File: config.mk
export PLATFORM = sky130hd
export DESIGN_NAME = dbf_sequencer
export DESIGN_NICKNAME = d
export VERILOG_FILES = /design/src/rtl/dbf_sequencer.v
export VERILOG_INCLUDE_DIRS = /design/src /design/src/rtl
export SDC_FILE = /design/constraint.sdc
export NUM_CORES = 2
export LEC_CHECK = 0
export BUFFER_PORTS_ARGS = -buffer_cell sky130_fd_sc_hd__clkbuf_2
export CELL_PAD_IN_SITES_DETAIL_PLACEMENT = 0
export CELL_PAD_IN_SITES_GLOBAL_PLACEMENT = 1
export CORE_ASPECT_RATIO = 0.6
export CORE_MARGIN = 3
export CORE_UTILIZATION = 42
export DETAILED_ROUTE_END_ITERATION = 10
export PLACE_DENSITY = 0.69
export SKIP_LAST_GASP = 1
export SLEW_MARGIN = 20
export SYNTH_ARGS = -nofsm -noshare
export SYNTH_HDL_FRONTEND = slang
export SYNTH_SLANG_ARGS = --single-unit
File: constraint.sdc
create_clock -name clk -period 42 [get_ports clk]
set_input_delay 8.4 -clock clk [delete_from_list [all_inputs] [get_ports clk]]
set_output_delay 8.4 -clock clk [all_outputs]
set_load 0.02 [all_outputs]
File: src/rtl/dbf_consts.vh
`ifndef DBF_CONSTS_VH
`define DBF_CONSTS_VH
// Clock rate and timing figures
`define DBF_CLK_HZ          25000000
`define DBF_SS_TIME_US      1000
`define DBF_SS_CYC          ((`DBF_SS_TIME_US * (`DBF_CLK_HZ / 1000000)))
`define DBF_US_GAP_MS       40
`define DBF_US_GAP_CYC      ((`DBF_US_GAP_MS * (`DBF_CLK_HZ / 1000)))
`define DBF_GATE_DLY_NS     40
`define DBF_GATE_DLY_CYC    (((`DBF_GATE_DLY_NS + 39) / 40))
`define DBF_OCS_TIME_US     10
`define DBF_OCS_CYC         ((`DBF_OCS_TIME_US * (`DBF_CLK_HZ / 1000000)))
// Width of the soft-start reference ramp
`define DBF_RAMP_W          10
// Supply-good drive codes
`define DBF_PG_HIZ          2'h0
`define DBF_PG_UPPER        2'h1
`define DBF_PG_LOWER        2'h2
`endif

File: src/rtl/dbf_sequencer.v
// Notes on behaviour
// - Each start ramps an internal reference from zero to full over about 1 ms.
// - Under-voltage or shutdown starts soft-stop, closing the output discharge switch.
// - Reference stays active during soft-stop so over-voltage monitoring continues.
// - Current reversal turns low-side off; very light load skips pulses.
// - In ultrasonic mode, 40 ms without switching issues an ultrasonic pulse.
// - Pulse: low-side on, comp high then high-side, comp again low-side to zero-cross.
// - Ultrasonic keeps switching at or above 25 Hz, else ordinary pulse frequency.
// - Pulling a comp/shutdown input low stops only that channel.
// - Released comp/shutdown input starts fresh initialization then soft-start.
// - Supply-good encodes faulting channel: upper 100 ohm path, lower 60 ohm path.
// - Over-voltage, under-voltage and over-current on either channel are faults.
// - Supply-good released only when both feedbacks above 90% and both normal.
// - Low-side turn-off: wait gate below 1.5 V, then high-side after fixed delay.
// - High-side turn-off: wait gate crossing 1.5 V, then low-side after delay.
// - Over-temperature shuts both channels down and latches them off.
// - Latched shutdowns persist until power cycle or both shutdown inputs toggle.
// - Before soft-start, source current into limit resistor, hold voltage, stop source.
// - Low-side voltage above held limit shuts converter, latching both channels off.
// - Under-voltage watched only after soft-start; below 70% starts soft-stop.
// - Under-voltage on either channel latches both off once soft-stop ends.
// - Over 120% holds low-side on until below 5%, then all off, gates low.
`include "dbf_consts.vh"
`timescale 1ns/1ns
`default_nettype none
module dbf_sequencer #(
  parameter integer SS_CYCLES   = `DBF_SS_CYC,
  parameter integer GAP_CYCLES  = `DBF_US_GAP_CYC,
  parameter integer OCS_CYCLES  = `DBF_OCS_CYC,
  parameter integer GDLY_CYCLES = `DBF_GATE_DLY_CYC
) (
  input  wire       clk,
  input  wire       resetn,
  input  wire [1:0] comp_shutdown_input,
  input  wire       ultrasonic_en,
  input  wire [1:0] pwm_request,
  input  wire [1:0] current_reverse,
  input  wire [1:0] skip_request,
  input  wire [1:0] comp_above_045,
  input  wire [1:0] low_gate_below_15,
  input  wire [1:0] high_gate_off_15,
  input  wire [1:0] fb_above_90,
  input  wire [1:0] fb_below_70,
  input  wire [1:0] fb_above_120,
  input  wire [1:0] out_below_5,
  input  wire [1:0] sense_over_limit,
  input  wire       over_temp,
  output reg  [1:0] high_side_gate,
  output reg  [1:0] low_side_gate,
  output reg  [1:0] discharge_on,
  output reg  [1:0] current_limit_source,
  output reg  [1:0] limit_hold,
  output reg  [1:0] ref_active,
  output reg  [`DBF_RAMP_W*2-1:0] ref_ramp,
  output reg  [1:0] supply_good_code
);
  // Channel states
  localparam [2:0] ST_OFF   = 3'h0;
  localparam [2:0] ST_OCSET = 3'h1;
  localparam [2:0] ST_SOFT  = 3'h2;
  localparam [2:0] ST_RUN   = 3'h3;
  localparam [2:0] ST_STOP  = 3'h4;
  localparam [2:0] ST_OVDIS = 3'h5;
  localparam [2:0] ST_LATCH = 3'h6;
  // Ultrasonic pulse phases
  localparam [1:0] UP_IDLE = 2'h0;
  localparam [1:0] UP_LOW1 = 2'h1;
  localparam [1:0] UP_HIGH = 2'h2;
  localparam [1:0] UP_LOW2 = 2'h3;
  localparam [`DBF_RAMP_W-1:0] RAMP_FULL = {`DBF_RAMP_W{1'b1}};

  // Two-stage synchronizers for all analog comparator inputs
  localparam integer NS = 26;
  wire [NS-1:0] raw_in = {comp_shutdown_input, pwm_request, current_reverse, skip_request,
                          comp_above_045, low_gate_below_15, high_gate_off_15, fb_above_90,
                          fb_below_70, fb_above_120, out_below_5, sense_over_limit,
                          over_temp, ultrasonic_en};
  reg  [NS-1:0] meta_q;
  reg  [NS-1:0] sync_q;
  always @(posedge clk or negedge resetn) begin
    if (!resetn) begin
      meta_q <= {NS{1'b0}};
      sync_q <= {NS{1'b0}};
    end else begin
      meta_q <= raw_in;
      sync_q <= meta_q;
    end
  end
  wire [1:0] s_en   = sync_q[25:24];
  wire [1:0] s_pwm  = sync_q[23:22];
  wire [1:0] s_rev  = sync_q[21:20];
  wire [1:0] s_skip = sync_q[19:18];
  wire [1:0] s_comp = sync_q[17:16];
  wire [1:0] s_lgl  = sync_q[15:14];
  wire [1:0] s_hgl  = sync_q[13:12];
  wire [1:0] s_f90  = sync_q[11:10];
  wire [1:0] s_f70  = sync_q[9:8];
  wire [1:0] s_f120 = sync_q[7:6];
  wire [1:0] s_o5   = sync_q[5:4];
  wire [1:0] s_oc   = sync_q[3:2];
  wire       s_ot   = sync_q[1];
  wire       s_us   = sync_q[0];

  // Shared latch: any protection trip turns both channels off
  reg        prot_latch_q;
  reg  [1:0] en_prev_q;
  reg  [1:0] toggled_q;
  reg  [1:0] fault_q;
  wire [1:0] en_fall = ~s_en & en_prev_q;
  wire [1:0] ov_done;
  wire [1:0] uv_done;
  wire [1:0] trip_now;
  // Toggle tracking releases the latch only after both inputs cycle
  always @(posedge clk or negedge resetn) begin
    if (!resetn) begin
      prot_latch_q <= 1'b0;
      en_prev_q    <= 2'b00;
      toggled_q    <= 2'b00;
    end else begin
      en_prev_q <= s_en;
      if (s_ot || (|trip_now) || (|uv_done) || (|ov_done)) begin
        prot_latch_q <= 1'b1;
        toggled_q    <= 2'b00;
      end else if (prot_latch_q) begin
        toggled_q <= toggled_q | en_fall;
        if (&(toggled_q | en_fall) && (&s_en)) begin
          prot_latch_q <= 1'b0;
          toggled_q    <= 2'b00;
        end
      end
    end
  end

  genvar c;
  generate
    for (c = 0; c < 2; c = c + 1) begin : g_ch
      reg [2:0]  st_q;
      reg [1:0]  up_q;
      reg        uv_q;
      reg [22:0] cnt_q;
      reg [20:0] gap_q;
      reg [7:0]  gd_q;
      reg        want_hi_q;
      reg        want_lo_q;
      wire       run   = (st_q == ST_RUN);
      wire [31:0] ramp_calc = cnt_q * RAMP_FULL / SS_CYCLES; // Ramp point, cut below
      // OC, UV and OV trips; OV handled by low-side discharge first
      assign trip_now[c] = (run || st_q == ST_SOFT) && s_oc[c] && low_side_gate[c];
      assign uv_done[c]  = (st_q == ST_STOP) && uv_q && (cnt_q >= SS_CYCLES - 1);
      assign ov_done[c]  = (st_q == ST_OVDIS) && s_o5[c];

      // Channel sequencing state machine
      always @(posedge clk or negedge resetn) begin
        if (!resetn) begin
          st_q  <= ST_OFF;
          uv_q  <= 1'b0;
          cnt_q <= 23'h00_0000;
          fault_q[c] <= 1'b0;
          ref_ramp[c*`DBF_RAMP_W +: `DBF_RAMP_W] <= {`DBF_RAMP_W{1'b0}};
        end else begin
          case (st_q)
            ST_OFF: begin
              cnt_q <= 23'h00_0000;
              fault_q[c] <= 1'b0;
              ref_ramp[c*`DBF_RAMP_W +: `DBF_RAMP_W] <= {`DBF_RAMP_W{1'b0}};
              if (s_en[c] && !prot_latch_q && !s_ot)
                st_q <= ST_OCSET;
            end
            ST_OCSET: begin
              cnt_q <= cnt_q + 23'h00_0001;
              if (cnt_q >= OCS_CYCLES - 1) begin
                cnt_q <= 23'h00_0000;
                st_q  <= ST_SOFT;
              end
            end
            ST_SOFT: begin
              cnt_q <= cnt_q + 23'h00_0001;
              ref_ramp[c*`DBF_RAMP_W +: `DBF_RAMP_W] <=
                ramp_calc[`DBF_RAMP_W-1:0];
              if (cnt_q >= SS_CYCLES - 1) begin
                ref_ramp[c*`DBF_RAMP_W +: `DBF_RAMP_W] <= RAMP_FULL;
                st_q <= ST_RUN;
              end
            end
            ST_RUN: begin
              if (s_f70[c]) begin
                uv_q  <= 1'b1;
                fault_q[c] <= 1'b1;
                cnt_q <= 23'h00_0000;
                st_q  <= ST_STOP;
              end
            end
            ST_STOP: begin
              cnt_q <= cnt_q + 23'h00_0001;
              if (cnt_q >= SS_CYCLES - 1) begin
                st_q <= uv_q ? ST_LATCH : ST_OFF;
                uv_q <= 1'b0;
              end
            end
            ST_OVDIS: begin
              if (s_o5[c])
                st_q <= ST_LATCH;
            end
            ST_LATCH: begin
              if (!prot_latch_q)
                st_q <= ST_OFF;
            end
            default: st_q <= ST_OFF;
          endcase
          // Overrides in priority order
          if (st_q != ST_OFF && st_q != ST_LATCH && st_q != ST_OVDIS) begin
            if (|s_f120) begin
              fault_q[c] <= s_f120[c];
              st_q <= ST_OVDIS;
            end else if (s_ot || trip_now[c] || (prot_latch_q && st_q != ST_STOP)) begin
              fault_q[c] <= fault_q[c] | trip_now[c];
              st_q <= ST_LATCH;
            end else if (!s_en[c] && st_q != ST_STOP) begin
              cnt_q <= 23'h00_0000;
              st_q  <= ST_STOP;
            end
          end
        end
      end

      // Ultrasonic gap timer and pulse sequence
      always @(posedge clk or negedge resetn) begin
        if (!resetn) begin
          gap_q <= 21'h00_0000;
          up_q  <= UP_IDLE;
        end else if (!run || !s_us) begin
          gap_q <= 21'h00_0000;
          up_q  <= UP_IDLE;
        end else begin
          case (up_q)
            UP_IDLE: begin
              if (s_pwm[c]) begin
                gap_q <= 21'h00_0000;
              end else if (gap_q >= GAP_CYCLES - 1) begin
                gap_q <= 21'h00_0000;
                up_q  <= UP_LOW1;
              end else begin
                gap_q <= gap_q + 21'h00_0001;
              end
            end
            UP_LOW1: if (s_comp[c]) up_q <= UP_HIGH;
            UP_HIGH: if (s_comp[c]) up_q <= UP_LOW2;
            UP_LOW2: if (s_rev[c]) up_q <= UP_IDLE;
            default: up_q <= UP_IDLE;
          endcase
        end
      end

      // Requested gate levels per mode
      always @(posedge clk or negedge resetn) begin
        if (!resetn) begin
          want_hi_q <= 1'b0;
          want_lo_q <= 1'b0;
        end else begin
          want_hi_q <= 1'b0;
          want_lo_q <= 1'b0;
          if (st_q == ST_OVDIS) begin
            want_lo_q <= 1'b1;
          end else if ((run || st_q == ST_SOFT) && up_q != UP_IDLE) begin
            want_hi_q <= (up_q == UP_HIGH);
            want_lo_q <= (up_q != UP_HIGH);
          end else if ((run || st_q == ST_SOFT) && !s_skip[c]) begin
            want_hi_q <= s_pwm[c];
            want_lo_q <= !s_pwm[c] && !s_rev[c];
          end
        end
      end

      // Break-before-make gate driver with fixed release delay
      always @(posedge clk or negedge resetn) begin
        if (!resetn) begin
          high_side_gate[c] <= 1'b0;
          low_side_gate[c]  <= 1'b0;
          gd_q <= 8'h00;
        end else if (st_q == ST_LATCH || st_q == ST_OFF) begin
          high_side_gate[c] <= 1'b0;
          low_side_gate[c]  <= 1'b0;
          gd_q <= 8'h00;
        end else begin
          if (!want_hi_q) high_side_gate[c] <= 1'b0;
          if (!want_lo_q) low_side_gate[c]  <= 1'b0;
          if (want_hi_q && !high_side_gate[c]) begin
            if (!low_side_gate[c] && s_lgl[c]) begin
              gd_q <= gd_q + 8'h01;
              if (gd_q >= GDLY_CYCLES - 1) begin
                high_side_gate[c] <= 1'b1;
                gd_q <= 8'h00;
              end
            end else gd_q <= 8'h00;
          end else if (want_lo_q && !low_side_gate[c]) begin
            if (!high_side_gate[c] && s_hgl[c]) begin
              gd_q <= gd_q + 8'h01;
              if (gd_q >= GDLY_CYCLES - 1) begin
                low_side_gate[c] <= 1'b1;
                gd_q <= 8'h00;
              end
            end else gd_q <= 8'h00;
          end else gd_q <= 8'h00;
        end
      end

      // Discharge, limit sourcing and reference outputs
      always @(posedge clk or negedge resetn) begin
        if (!resetn) begin
          discharge_on[c]         <= 1'b0;
          current_limit_source[c] <= 1'b0;
          limit_hold[c]           <= 1'b0;
          ref_active[c]           <= 1'b0;
        end else begin
          discharge_on[c]         <= (st_q == ST_STOP);
          current_limit_source[c] <= (st_q == ST_OCSET) && (cnt_q < OCS_CYCLES - 2);
          limit_hold[c]           <= (st_q == ST_OCSET && cnt_q >= OCS_CYCLES - 2) ||
                                     limit_hold[c] && st_q != ST_OFF;
          ref_active[c]           <= (st_q != ST_OFF && st_q != ST_LATCH);
        end
      end
    end
  endgenerate

  // Encoded supply-good drive
  always @(posedge clk or negedge resetn) begin
    if (!resetn) begin
      supply_good_code <= `DBF_PG_UPPER;
    end else if (fault_q[1]) begin
      supply_good_code <= `DBF_PG_UPPER;
    end else if (fault_q[0]) begin
      supply_good_code <= `DBF_PG_LOWER;
    end else if (g_ch[1].st_q != ST_RUN) begin
      supply_good_code <= `DBF_PG_UPPER;
    end else if (g_ch[0].st_q != ST_RUN) begin
      supply_good_code <= `DBF_PG_LOWER;
    end else if (&s_f90) begin
      supply_good_code <= `DBF_PG_HIZ;
    end else begin
      supply_good_code <= s_f90[1] ? `DBF_PG_LOWER : `DBF_PG_UPPER;
    end
  end
endmodule
`default_nettype wire

# --- After elaboration in Yosys (flattened, before gate mapping) ---
# Index checks and enable logic that the tools add are counted.
op_classes:
  n_lt_le_gt_ge: 10
  add_sub_neg: 4
  muxes: 124
  n_reduce_logical: 103
  n_bitwise: 5
  eq_ne: 42
  multipliers: 2
  n_div: 2
op_table:
  columns: ["operator", "n"]
  rows:
  - ["$mux W23", 12]
  - ["$pmux W23 S4", 2]
  - ["$mux W21", 8]
  - ["$ge A23 B8 Y1 const B", 4]
  - ["$mux W3", 24]
  - ["$div A32 B15 Y32 const B", 2]
  - ["$mul A23 B10 Y32 const B", 2]
  - ["$ne A3 B3 Y1 const B", 16]
  - ["$add A23 B1 Y23 const B", 2]
  - ["$ge A23 B15 Y1 const B", 2]
  - ["$lt A23 B8 Y1 const B", 2]
  - ["$mux W1", 45]
  - ["$logic_and A1 B1 Y1", 43]
  - ["$add A21 B1 Y21 const B", 2]
  - ["$ge A21 B20 Y1 const B", 2]
  - ["$mux W2", 21]
  - ["$pmux W3 S7", 2]
  - ["$pmux W10 S2", 2]
  - ["$mux W10", 2]
  - ["$eq A3 B3 Y1 const B", 6]
  - ["$reduce_bool A2 Y1", 9]
  - ["$logic_not A1 Y1", 17]
  - ["$pmux W2 S4", 2]
  - ["$logic_or A1 B1 Y1", 15]
  - ["19 further kinds", 48]
word_totals:
  register_bits: 197
  elab_cells: 328
  output_inout_bits: 34

# --- Longest topological paths before layout ---
depth:
  ltp_word: 9
  ltp_mapped: 86
  mapped_depth_nobuf: 70

# --- Worst setup path after synthesis ---
# No wires, ideal clock.
synth_path:
  path_kind: "register to register"
  startpoint: "register g_ch[1].cnt_q[6]"
  endpoint: "register ref_ramp[10]"
  setup_time_ns: 0.144
  stages_incl_launch_ff: 72
  t_required_ns: 41.856
  synth_period_minus_slack_ns: 20.229
  arrival_ns: 20.085
  path_slack_ns: 21.771
  path_cell_list: "dfrtp_1 -> inv_1 -> fa_1 -> inv_1 -> fa_1 -> fa_1 -> fa_1 -> inv_1 -> fa_1 -> inv_1 -> ha_1 -> buf_2 -> nand2_1 -> nor3_1 -> nor3_2 -> a21oi_1 -> o21a_1 -> or2_1 -> (+36 left out) -> mux2i_1 -> o31a_1 -> o31ai_4 -> mux2_2 -> a2111oi_4 -> xnor2_1 -> a21o_1 -> mux4_2 -> nor3_2 -> o32a_1 -> buf_6 -> mux2i_1 -> xnor2_2 -> a211o_1 -> a31o_1 -> a22o_1 -> a2111oi_0 -> o311ai_1"
synth_between:
  elab_chain_cells: 4
  word_cells_on_any_way: 5
  classes_between: "1 x mul; 1 x div; 1 x order compare; 2 x mux"
synth_rtl:
  columns: ["element", "line_no", "text"]
  rows:
  - ["start: declaration", "dbf_sequencer.v:140", "reg [22:0] cnt_q;"]
  - ["start signal: assignment", "dbf_sequencer.v:170", "cnt_q <= cnt_q + 23'h00_0001;"]
  - ["start signal: assignment", "dbf_sequencer.v:177", "cnt_q <= cnt_q + 23'h00_0001;"]
  - ["start signal: assignment", "dbf_sequencer.v:194", "cnt_q <= cnt_q + 23'h00_0001;"]
  - ["$mul A23 B10 Y32", "dbf_sequencer.v:146", "wire [31:0] ramp_calc = cnt_q * RAMP_FULL / SS_CYCLES;"]
  - ["$div A32 B15 Y32", "dbf_sequencer.v:146", null]
  - ["$mux W10 *", "dbf_sequencer.v:180", "if (cnt_q >= SS_CYCLES - 1) begin"]
  - ["$pmux W10 S2 *", "dbf_sequencer.v:161", "case (st_q)"]
  - ["end signal: indexed assignment", "dbf_sequencer.v:159", "ref_ramp[c*`DBF_RAMP_W +: `DBF_RAMP_W] <= {`DBF_RAMP_W{1'b0}};"]
  - ["end signal: indexed assignment", "dbf_sequencer.v:165", "ref_ramp[c*`DBF_RAMP_W +: `DBF_RAMP_W] <= {`DBF_RAMP_W{1'b0}};"]
  - ["end signal: indexed assignment", "dbf_sequencer.v:178", "ref_ramp[c*`DBF_RAMP_W +: `DBF_RAMP_W] <="]
  - ["end: declaration", "dbf_sequencer.v:54", "output reg [`DBF_RAMP_W*2-1:0] ref_ramp,"]
# Every way passes the cells marked *; elsewhere a longest branch is shown, timed or not.
# A chain may end at the register's enable or synchronous reset.

# --- Final worst setup path ---
layout_path:
  startpoint: "register g_ch[0].cnt_q[0]"
  endpoint: "register ref_ramp[0]"
layout_between:
  elab_chain_cells: 4
  word_cells_on_any_way: 5
  classes_between: "1 x mul; 1 x div; 1 x order compare; 2 x mux"
layout_rtl:
  columns: ["element", "line_no"]
  rows:
  - ["start: declaration", "dbf_sequencer.v:140"]
  - ["start signal: assignment", "dbf_sequencer.v:170"]
  - ["start signal: assignment", "dbf_sequencer.v:177"]
  - ["start signal: assignment", "dbf_sequencer.v:194"]
  - ["$mul A23 B10 Y32", "dbf_sequencer.v:146"]
  - ["$div A32 B15 Y32", "dbf_sequencer.v:146"]
  - ["$mux W10 *", "dbf_sequencer.v:180"]
  - ["$pmux W10 S2 *", "dbf_sequencer.v:161"]
# Marks and branches as above.

==> impl_results.md <==
- Core footprint: 93100 um^2
- CTS Buf Count: 17
- Clk sinks: 197
- Met3 Use GR: 0.0413
- GRT Overall Usage: 0.248
- Skew final: 21.2 ps
- First-pass GRT wire length: 201000 um
- Post-synthesis average cell area: 7.92 um^2
- Final-report setup violation count: 0
- Clock Latency Late Sink: 480 ps
- Routed len/inst: 20.2 um
- GRT overflow: 0
- Fin crit share: 0.659
- Met2 Track Usage GR: 0.281
- Most frequent cells in the layout: nand2_1, nor2_1, inv_1
- Clk pin slew, worst setup/hold paths: 80 ps
- Layout area overhead: 4.87%
- DR iter-0 viols: 4546
- Htree depth: 4
- Total Nets Final: 5492
- RePlAce Congestion: 0.916
- Total number of yosys warnings: 0
- Routed Antenna Nets: 0
- Via count: 38300
- DRC viols: 0
- Count of different cell masters after synthesis: 163
- Max_cap viols: 0
- CP peak stage delay: 750 ps
- WP data required: 42350 ps
- Vias in the first global route: 33900
- Starting Density: 0.429
- CTS tree: yes
- Post-synthesis sequential area ratio: 0.123
- Max-slew violations: 0
- Post-cts sizing count: 0
- Die Y: 245 um
- Period minus WS final: 27670 ps
- Main synth FF type: dfrtp_1
- Layout cells sized above 1: 0.0910
- Setup TNS: 0 ps
- Bufs on Longest Clock Path: 2
- Multi-input gate area: 32800 um^2
- Drt first pass iters: 6
- Worst slew margin: 0.206
- Largest net degree at the start of global routing: 93
- WL final: 126000 um
- Worst-Margin Slew: 1180 ps
- Port buffer count: 61
- Die X: 404 um
- Worst Path Max Fanout: 18
- Number of synthesized register bits: 197
- # hold bufs at CTS: 0
- Post-CTS setup buffers: 0
- DIE AREA: 99000 um^2
- Synth top area cells: dfrtp_1, fa_1, ha_1, nand2_1, a21oi_1
- Mapped Cells: 5043
- Area leader, netlist: dfrtp_1
- Crit-path slowest cell: xor2_1
- CP Data Arrival Time: 28020 ps
- Io pins: 62
- FFs w/ async S/R, synth: 1.00
- Global routing's busiest layer: met1
- M1 GR Usage: 0.457
- Worst setup SP type: flip-flop
- Syn nets: 5557
- Crit Path Class: flip-flop to flip-flop
- Hold Violations, Final: 0
- Post-synth EDFFs: 0
- Root buf cell: clkbuf_16
- Achievable frequency: 36.1 MHz
- Row Count: 86
- Initial antenna violation count: 1
- Worst setup EP type: flip-flop
- Commonest non-fill, non-tap cell in the layout: nand2_1
- Mapped Area: 39900 um^2
- Hpwl dp: 102000 um
- Filler cells: 9285
- Worst min path class: flip-flop to flip-flop
- Unrepaired setup endpoints after global routing: false
- Avg Vias per Cell: 6.16
- Status: finished clean
- FF+latch area: 4930 um^2
- Diode count: 0
- Top-area cell type share of the netlist area: 0.123
[stage by stage]
stage / cells / hold slack [ps] / cell area [um^2] / worst slack (ps) / utilization
2_1_floorplan: 5043 / 331 / 39900 / 21770 / -
3_3_place_gp: 6190 / 333 / 41300 / 14910 / 0.443
3_5_place_dp: 6190 / 335 / 41300 / 14900 / 0.443
4_1_cts: 6222 / 354 / 41900 / 14870 / 0.450
5_1_grt: 6223 / 361 / 41900 / 12480 / 0.450
6_report: 6223 / 354 / 41900 / 14330 / 0.450
[synth_stat cells (all sizes together) (21+ instances only)]
library cell / instances
a2111oi: 25
a211o: 34
a211oi: 76
a21o: 63
a21oi: 355
a221oi: 21
a311oi: 22
a31oi: 70
and2: 87
and3: 74
buf: 80
clkbuf: 100
dfrtp: 196
fa: 240
ha: 246
inv: 385
mux2: 49
mux2i: 94
nand2: 462
nand2b: 38
nand3: 154
nand4: 78
nor2: 410
nor2b: 25
nor3: 140
nor3b: 35
nor4: 52
o2111ai: 21
o211a: 30
o211ai: 78
o21a: 43
o21ai: 387
o21bai: 21
o221ai: 22
o22ai: 32
o311ai: 23
o31ai: 49
or2: 45
or3: 50
xnor2: 191
xor2: 83
[flip-flops by register name, indices dropped and copies added, names as in the netlist]
| signal | flops |
|---|---|
| en_prev_q | 2 |
| meta_q | 26 |
| toggled_q | 2 |
| fault_q | 2 |
| g_ch.want_lo_q | 2 |
| g_ch.gap_q | 42 |
| sync_q | 26 |
| supply_good_code | 2 |
| discharge_on | 2 |
| low_side_gate | 2 |
| g_ch.up_q | 4 |
| g_ch.cnt_q | 46 |
| prot_latch_q | 1 |
| g_ch.want_hi_q | 2 |
| current_limit_source | 2 |
| g_ch.uv_q | 2 |
| limit_hold | 2 |
| high_side_gate | 2 |
| ref_active | 2 |
| ref_ramp | 20 |
| g_ch.st_q | 6 |
[worst max-delay path, delay by kind of cell (launching register included)]
family	cells	cell delay, ps
AOI/OAI and AO/OA	30	12000
and+or+nand+nor	17	6050
adders and majority gates	7	3390
muxes	8	3370
xor gates and xnor gates	4	2080
DFF	1	580
[kinds of logic (layout without fill, tap and decap cells)]
| logic type | Yosys count | in the layout | synth area share |
|---|---|---|---|
| flip-flops | 197 | 197 | 0.123 |
| XOR/XNOR | 274 | 274 | 0.0621 |
| adder cells (fa/ha/maj) | 503 | 503 | 0.202 |
| buffers and inverters | 565 | 513 | 0.0568 |
| AO/OA/AOI/OAI | 1639 | 1639 | 0.297 |
| AND/OR/NAND/NOR | 1719 | 1719 | 0.219 |
| multiplexers | 146 | 146 | 0.0405 |
[worst paths after layout]
kind	start	to	slack, ps	cells past startpoint
max	g_ch[0].cnt_q[0]	ref_ramp[0]	14330	66
min	meta_q[15]	sync_q[15]	350	0
max reg2reg	g_ch[0].cnt_q[0]	ref_ramp[0]	14330	66
min reg2reg	meta_q[15]	sync_q[15]	350	0
max in group asynchronous	resetn	g_ch[0].cnt_q[19]	32730	2
min in group asynchronous	resetn	ref_ramp[2]	7930	1
[layout make-up]
class / instances / share of cell area
sequential: 197 / 0.118
multi-input combinational: 4281 / 0.783
inverter: 385 / 0.0345
clock inverter: 14 / 0.00329
timing repair buffer: 96 / 0.0142
clock buffer: 18 / 0.0105
tap: 1232 / 0.0368
[per-layer routing]
layer,vias up,wire [um]
li1,18500,-
met1,18400,72300
met2,1432,42400
met3,37,10500
met4,0,525
met5,-,0
Power is not shown: default switching activity piles up to over one toggle a cycle in this logic, so the estimate is an artifact.
